## src/shared/adcpp_pkg.sv

```systemverilog
// shared constants for the converter result ping-pong and serial clocking block
package adcpp_pkg;
   localparam int unsigned NUM_CH        = 8;     // logical channels per bank
   localparam int unsigned WORD_W        = 16;    // result word width
   localparam int unsigned CH_W          = 3;
   localparam int unsigned BIT_W         = 3;     // bit index inside a byte
   localparam int unsigned LNR_SCANS     = 4;     // scans to refill the noise filters
   localparam int unsigned SCLK_DIV      = 8;     // self clock is master clock / 8
   localparam int unsigned SCLK_HALF     = SCLK_DIV / 2;
   localparam int unsigned DIV_W         = 2;
   localparam logic [CH_W-1:0]  LAST_CH        = 3'h7;
   localparam logic [CH_W-1:0]  FIRST_CH       = 3'h0;
   localparam logic [1:0]       FILL_FULL      = 2'h3;   // LNR_SCANS - 1
   localparam logic [DIV_W-1:0] DIV_LAST       = 2'h3;   // SCLK_HALF - 1
   localparam logic [BIT_W-1:0] BIT_LAST       = 3'h7;
   localparam logic             BANK_A         = 1'b0;
   localparam logic             BANK_B         = 1'b1;
   localparam logic             SCAN_DONE_IDLE = 1'b1;
   localparam logic             SCLK_IDLE      = 1'b1;
endpackage

```

## src/verilog/adcpp_core.sv

```systemverilog
// result double buffer, conversion restart control and serial read port
`timescale 1ns/1ps
module adcpp_core
(
   input  wire logic                           mclk,
   input  wire logic                           rst,
   input  wire logic                           mode_pin,
   input  wire logic                           three_wire,
   input  wire logic                           msb_first,
   input  wire logic                           byte_msb_first,
   input  wire logic                           sleep_bit,
   input  wire logic                           line_noise_rejection,
   input  wire logic [adcpp_pkg::CH_W-1:0]     active_last,
   input  wire logic                           cal_access,
   input  wire logic                           result_read_req,
   input  wire logic                           result_write_req,
   input  wire logic                           conv_done,
   input  wire logic [adcpp_pkg::WORD_W-1:0]   conv_data,
   input  wire logic                           sclk_in,
   input  wire logic                           sdio_in,
   output logic                                sclk_out,
   output logic                                sclk_oe_n,
   output logic                                sdio_out,
   output logic                                sdio_oe_n,
   output logic                                serial_out_line,
   output logic [7:0]                          rx_byte,
   output logic                                rx_byte_valid,
   output logic                                scan_done_n,
   output logic                                conv_run,
   output logic                                filter_reset,
   output logic                                lnr_clear,
   output logic [adcpp_pkg::CH_W-1:0]          chan_ptr,
   output logic                                read_busy,
   output logic                                write_bank
);

   // ----------------------------------------------------------------
   // pin synchronisers
   // ----------------------------------------------------------------
   logic       sclk_m;
   logic       sclk_s;
   logic       sclk_d;
   logic       sdio_m;
   logic       sdio_s;
   logic       mode_m;
   logic       mode_s;

   always_ff @(posedge mclk)
   begin
      if (rst)
      begin
         sclk_m <= adcpp_pkg::SCLK_IDLE;
         sclk_s <= adcpp_pkg::SCLK_IDLE;
         sclk_d <= adcpp_pkg::SCLK_IDLE;
         sdio_m <= 1'b0;
         sdio_s <= 1'b0;
         mode_m <= 1'b0;
         mode_s <= 1'b0;
      end
      else
      begin
         sclk_m <= sclk_in;
         sclk_s <= sclk_m;
         sclk_d <= sclk_s;
         sdio_m <= sdio_in;
         sdio_s <= sdio_m;
         mode_m <= mode_pin;
         mode_s <= mode_m;
      end
   end

   // ----------------------------------------------------------------
   // serial clock: self generated or host supplied
   // ----------------------------------------------------------------
   logic [adcpp_pkg::DIV_W-1:0] div_cnt;
   logic                        self_rise;
   logic                        self_fall;
   logic                        ser_rise;
   logic                        ser_fall;
   logic                        div_tick;

   assign div_tick  = mode_s && read_busy && (div_cnt == adcpp_pkg::DIV_LAST);
   assign self_rise = div_tick && !sclk_out;
   assign self_fall = div_tick && sclk_out;
   // edges seen only between stable levels, so a stalled clock makes none
   assign ser_rise  = mode_s ? self_rise : (sclk_s && !sclk_d);
   assign ser_fall  = mode_s ? self_fall : (!sclk_s && sclk_d);

   always_ff @(posedge mclk)
   begin
      if (rst || !read_busy || !mode_s)
         div_cnt <= '0;
      else
         div_cnt <= div_cnt + 1'b1;
   end

   always_ff @(posedge mclk)
   begin
      if (rst)
      begin
         sclk_out  <= adcpp_pkg::SCLK_IDLE;
         sclk_oe_n <= 1'b1;
      end
      else
      begin
         sclk_oe_n <= !mode_s;
         if (!mode_s || !read_busy)
            sclk_out <= adcpp_pkg::SCLK_IDLE;
         else if (div_tick)
            sclk_out <= !sclk_out;
      end
   end

   // ----------------------------------------------------------------
   // conversion sequencing and restart
   // ----------------------------------------------------------------
   logic       halt;
   logic [1:0] fill_cnt;
   logic       last_ch;
   logic       scan_complete;
   logic       take_result;

   assign halt          = sleep_bit || cal_access;
   assign last_ch       = line_noise_rejection ? (chan_ptr == adcpp_pkg::LAST_CH)
                                               : (chan_ptr == active_last);
   assign take_result   = conv_done && !halt && (chan_ptr <= active_last);
   assign scan_complete = conv_done && !halt && last_ch &&
                          (!line_noise_rejection || fill_cnt == adcpp_pkg::FILL_FULL);

   always_ff @(posedge mclk)
   begin
      if (rst || halt)
      begin
         chan_ptr <= adcpp_pkg::FIRST_CH;
         fill_cnt <= '0;
      end
      else if (conv_done)
      begin
         if (last_ch)
         begin
            chan_ptr <= adcpp_pkg::FIRST_CH;
            if (fill_cnt != adcpp_pkg::FILL_FULL)
               fill_cnt <= fill_cnt + 1'b1;
         end
         else
            chan_ptr <= chan_ptr + 1'b1;
      end
   end

   always_ff @(posedge mclk)
   begin
      if (rst)
      begin
         conv_run     <= 1'b0;
         filter_reset <= 1'b1;
         lnr_clear    <= 1'b1;
      end
      else
      begin
         conv_run     <= !halt;
         filter_reset <= halt;
         lnr_clear    <= sleep_bit;
      end
   end

   // ----------------------------------------------------------------
   // result banks and ping-pong control
   // ----------------------------------------------------------------
   logic [adcpp_pkg::WORD_W-1:0] result_mem [0:2*adcpp_pkg::NUM_CH-1];
   logic                         do_swap;
   logic                         read_start;

   // a write request to the result banks blocks a read start in the same cycle
   assign read_start = result_read_req && !read_busy && !result_write_req;
   assign do_swap    = scan_complete && !read_busy;

   always_ff @(posedge mclk)
   begin
      if (rst)
      begin
         for (int i = 0; i < 2*adcpp_pkg::NUM_CH; i++)
            result_mem[i] <= '0;
      end
      else if (take_result)
         result_mem[{write_bank, chan_ptr}] <= conv_data;
   end

   always_ff @(posedge mclk)
   begin
      if (rst)
         write_bank <= adcpp_pkg::BANK_A;
      else if (do_swap)
         write_bank <= !write_bank;
   end

   always_ff @(posedge mclk)
   begin
      if (rst)
         scan_done_n <= adcpp_pkg::SCAN_DONE_IDLE;
      else if (do_swap)
         scan_done_n <= 1'b0;
      else if (halt || read_start)
         scan_done_n <= adcpp_pkg::SCAN_DONE_IDLE;
   end

   // ----------------------------------------------------------------
   // serial result burst
   // ----------------------------------------------------------------
   logic [adcpp_pkg::CH_W-1:0]  rd_word;
   logic                        rd_byte;
   logic [adcpp_pkg::BIT_W-1:0] rd_bit;
   logic                        rd_last;
   logic                        rd_bank;
   logic                        byte_sel;
   logic [adcpp_pkg::BIT_W-1:0] bit_sel;
   logic [adcpp_pkg::WORD_W-1:0] rd_word_data;
   logic                        tx_bit;
   logic                        at_end;

   assign rd_bank      = !write_bank;
   assign byte_sel     = byte_msb_first ? !rd_byte : rd_byte;
   assign bit_sel      = msb_first ? (adcpp_pkg::BIT_LAST - rd_bit) : rd_bit;
   assign rd_word_data = result_mem[{rd_bank, rd_word}];
   assign tx_bit       = rd_word_data[{byte_sel, bit_sel}];
   assign at_end       = (rd_word == active_last) && rd_byte && (rd_bit == adcpp_pkg::BIT_LAST);

   always_ff @(posedge mclk)
   begin
      if (rst)
      begin
         read_busy <= 1'b0;
         rd_word   <= '0;
         rd_byte   <= 1'b0;
         rd_bit    <= '0;
         rd_last   <= 1'b0;
      end
      else if (read_start)
      begin
         read_busy <= 1'b1;
         rd_word   <= '0;
         rd_byte   <= 1'b0;
         rd_bit    <= '0;
         rd_last   <= 1'b0;
      end
      else if (read_busy)
      begin
         if (ser_fall)
            rd_last <= at_end;
         if (ser_rise)
         begin
            // host has taken the bit driven on the previous falling edge
            if (rd_last)
               read_busy <= 1'b0;
            else
            begin
               rd_bit <= rd_bit + 1'b1;
               if (rd_bit == adcpp_pkg::BIT_LAST)
               begin
                  rd_byte <= !rd_byte;
                  if (rd_byte)
                     rd_word <= rd_word + 1'b1;
               end
            end
         end
      end
   end

   always_ff @(posedge mclk)
   begin
      if (rst)
      begin
         sdio_out        <= 1'b0;
         sdio_oe_n       <= 1'b1;
         serial_out_line <= 1'b0;
      end
      else
      begin
         if (ser_fall && read_busy)
         begin
            sdio_out        <= three_wire ? 1'b0 : tx_bit;
            serial_out_line <= three_wire ? tx_bit : 1'b0;
         end
         // two-wire read turns the data line round for the burst
         sdio_oe_n <= !(read_busy && !three_wire);
      end
   end

   // ----------------------------------------------------------------
   // incoming bits, sampled on rising serial clock
   // ----------------------------------------------------------------
   logic [adcpp_pkg::BIT_W-1:0] rx_cnt;

   always_ff @(posedge mclk)
   begin
      if (rst)
      begin
         rx_byte       <= '0;
         rx_cnt        <= '0;
         rx_byte_valid <= 1'b0;
      end
      else
      begin
         rx_byte_valid <= 1'b0;
         // no capture while the data line is turned round for output
         if (ser_rise && !(read_busy && !three_wire))
         begin
            rx_byte <= msb_first ? {rx_byte[6:0], sdio_s} : {sdio_s, rx_byte[7:1]};
            rx_cnt  <= rx_cnt + 1'b1;
            if (rx_cnt == adcpp_pkg::BIT_LAST)
               rx_byte_valid <= 1'b1;
         end
      end
   end

endmodule

```

## config.mk

```make
export PLATFORM = sky130hd
export DESIGN_NAME = adcpp_core
export DESIGN_NICKNAME = d
export VERILOG_FILES = /design/src/shared/adcpp_pkg.sv /design/src/verilog/adcpp_core.sv
export SDC_FILE = /design/constraint.sdc
export NUM_CORES = 1
export LEC_CHECK = 0
export BUFFER_PORTS_ARGS = -buffer_cell sky130_fd_sc_hd__buf_2
export CAP_MARGIN = 20
export CORE_UTILIZATION = 55
export DETAILED_ROUTE_END_ITERATION = 10
export PLACE_DENSITY = 0.76
export SETUP_SLACK_MARGIN = 0.4
export SYNTH_ARGS = -nofsm -noshare
export SYNTH_HDL_FRONTEND = slang
export SYNTH_SLANG_ARGS = --single-unit
```

## constraint.sdc

```tcl
create_clock -name mclk -period 2.8 [get_ports mclk]
set_input_delay 0.56 -clock mclk [delete_from_list [all_inputs] [get_ports mclk]]
set_output_delay 0.56 -clock mclk [all_outputs]
set_load 0.005 [all_outputs]
```

==> metrics.yaml <==
cpPeakStageDelay_ns: 0.56
routed_wl_um: 33670
hold_viol: 0
cts_tree: "done"
ys.flop_type: "edfxtp_1"
start_kind: "flip-flop"
max-cap-violations: 0
clock_latency_ns: 0.57
clkTransAtPathRegs_ns: 0.06
ys_ff_latch: 301
synth_cell_types: 63
place.gp.congestion: 0.8488
relSlewSlack_pct: 55.52
dieWidth_um: 162.4
vias: 8496
powerDensity_nw_per_um2: 578.3
cts.sinks: 301
cts_htree_levels: 1
slew_violations: 0
fmax_mhz: 407.7
synth.top_cell.area_share_pct: 54.34
cp_max_fo: 6
yosysWarnings: 0
grt_pass1_vias: 8343
worstMarginPinSlew_ns: 0.6624
rsz0062_at_grt: "yes"
synth_largest_area_cell: "edfxtp_1"
postPlaceCellArea_um2: 14900
area_growth_pct: 14.64
first_pass_iters: 5
async_flop_share_pct: 0
cts_made_buffers: 30
p_leak_nw: 6.106
yosys-top-cells-area: "edfxtp_1 (54%), and2_1 (11%), mux4_2 (8.1%)"
initialDrtViolationCount: 857
coreArea_um2: 25180
grt_pass1_wl_um: 51030
io_pins: 56
fin_setup_tns_ns: 0
post-route-min-period_ns: 2.453
drive_gt1_share_pct: 25.23
critical_path_class: "flip-flop to flip-flop"
mostFrequentLayoutCells: "and2_1 (257), edfxtp_1 (256), buf_4 (56), buf_2 (55), mux4_2 (54)"
cp_slowest_cell: "mux4_2"
viasPerCell: 5.900
syn_area_per_cell_um2: 14.09
setup_viol: 0
start_util_pct: 56.18
grt_overflow: 0
cts_buffer_depth: 3
hpwl_um: 21170
grt_util_all_layers_pct: 26.25
ctsHoldBuffers: 0
nets: 1135
finClkSkew_ns: 0.03271
end_kind: "flip-flop"
io_buffer_count: 55
worstPathRequired_ns: 3.21
stdcell_area_um2: 16220
antenna_cells: 0
root_buffer: "clkbuf_16"
drcViolationCount: 0
outcome: "finished clean"
antenna_found_initial: 1
ir_worst_vdd_mv: 0.4307
rows: 58
grt_max_degree: 48
drt-wirelength-per-cell_um: 23.38
post-route-period-util_pct: 87.60
stdcell_count: 1440
syn_area_um2: 14150
crit_path_cell_trace: "buf_6 > mux4_2 > a21boi_1 > a31o_1 > a2111oi_4 > o211ai_1 > nand4b_1 > o41ai_2"
post-place-cells: 1365
dieArea_um2: 26370
crit_arrival_ns: 2.86
yosysSeqAreaShare_pct: 60.71
final_antenna_net_count: 0
synth_edf_count: 256
syn_nets: 1052
die_y_um: 162.4
min_path_type: "primary input to flip-flop"
synthCells: 1004
final_common_cell: "and2_1"
==> registers in the layout, summed over array words and instances, names as in the netlist, 2 cells and up <==
signal,flops
chan_ptr,3
div_cnt,2
fill_cnt,2
rd_bit,3
rd_word,3
result_mem,256
rx_byte,8
rx_cnt,3
==> cells by family (layout without fill, tap and decap cells) <==
logic type | Yosys count | count (layout) | share of synthesized area [%]
simple gates | 430 | 430 | 17.86
compound gates | 66 | 66 | 3.600
buf+inv | 84 | 190 | 3.166
xor+xnor | 16 | 16 | 1.123
mux | 92 | 92 | 12.21
flops | 301 | 301 | 60.71
fa+ha+maj | 15 | 15 | 1.327
==> critical path: cells and delay by family, from the launching register on <==
| family | cells | cell delay [ns] |
|---|---|---|
| AOI/OAI and AO/OA | 5 | 0.98 |
| buffers and inverters | 1 | 0.13 |
| DFF | 1 | 0.44 |
| muxes | 1 | 0.56 |
| and+or+nand+nor | 1 | 0.22 |
==> worst paths after layout <==
path,start,to,slack (ns),cells after the start
setup / recovery,rd_word[0]$_SDFFE_PP0P_,serial_out_line$_SDFFE_PP0P_,0.35,8
hold / removal,sclk_in,sclk_m$_SDFF_PP1_,0.21,2
setup reg to reg,rd_word[0]$_SDFFE_PP0P_,serial_out_line$_SDFFE_PP0P_,0.35,8
hold reg to reg,sclk_m$_SDFF_PP1_,sclk_s$_SDFF_PP1_,0.41,1
==> what timing repair did <==
item	4_1_cts	5_1_grt
resized for setup	32	6
pin swaps	8	5
setup endpoints to repair	2	226
setup buffers	18	1
cloned	1	0
==> power breakdown <==
| part | internal [mW] | leakage (nW) | switching (mW) |
|---|---|---|---|
| registers | 4.98 | 3.03 | 0.0471 |
| clock network | 2.30 | 0.482 | 1.64 |
| logic | 0.143 | 2.59 | 0.270 |
==> metal layers <==
| metal | vias to the layer above | GRT usage, % | wire length [um] |
|---|---|---|---|
| met4 | 0 | 8.062 | 901 |
| met3 | 64 | 4.482 | 2694 |
| met1 | 4237 | 37.27 | 13980 |
| met5 | - | 0 | 0 |
| li1 | 3834 | - | - |
| met2 | 361 | 41.65 | 16090 |
==> through the flow <==
step                worst slack (ns)  power, mW  utilization (%)  hold slack [ns]
floorplan                     0.3657      5.336                -           0.3895
global placement             0.08305      5.510            59.19           0.3928
detailed placement           0.07646      5.522            59.19           0.3942
CTS                           0.3679      9.399            64.37           0.1929
global route                  0.2705      9.597            64.40           0.1997
finish                        0.3472      9.379            64.40           0.2097
==> synth_stat cells, types with 5 or more instances <==
master / n
nor3b_1: 7
nand3_1: 18
and2_1: 257
a211oi_1: 10
mux4_1: 10
buf_4: 11
nand2_1: 28
nand3b_1: 6
or2_2: 21
mux2_2: 5
nand2b_1: 9
nor2b_1: 12
mux2i_1: 26
nor2_1: 50
clkbuf_1: 49
a21oi_1: 9
mux4_2: 51
xnor2_1: 9
dfxtp_1: 45
xor2_1: 6
buf_6: 7
edfxtp_1: 256
a22oi_1: 13
buf_2: 5
inv_1: 9
ha_1: 15
==> cell type report <==
cell class | count | area [um2]
repair buffers | 125 | 959.7
multi-input cells | 619 | 5236
fillers | 1786 | 8965
inverters | 10 | 37.54
well taps | 330 | 412.9
clock buffers | 42 | 853.3
clock inverters | 13 | 120.1
flip-flops and latches | 301 | 8597
Note: power is estimated with default switching activity, not from simulation.
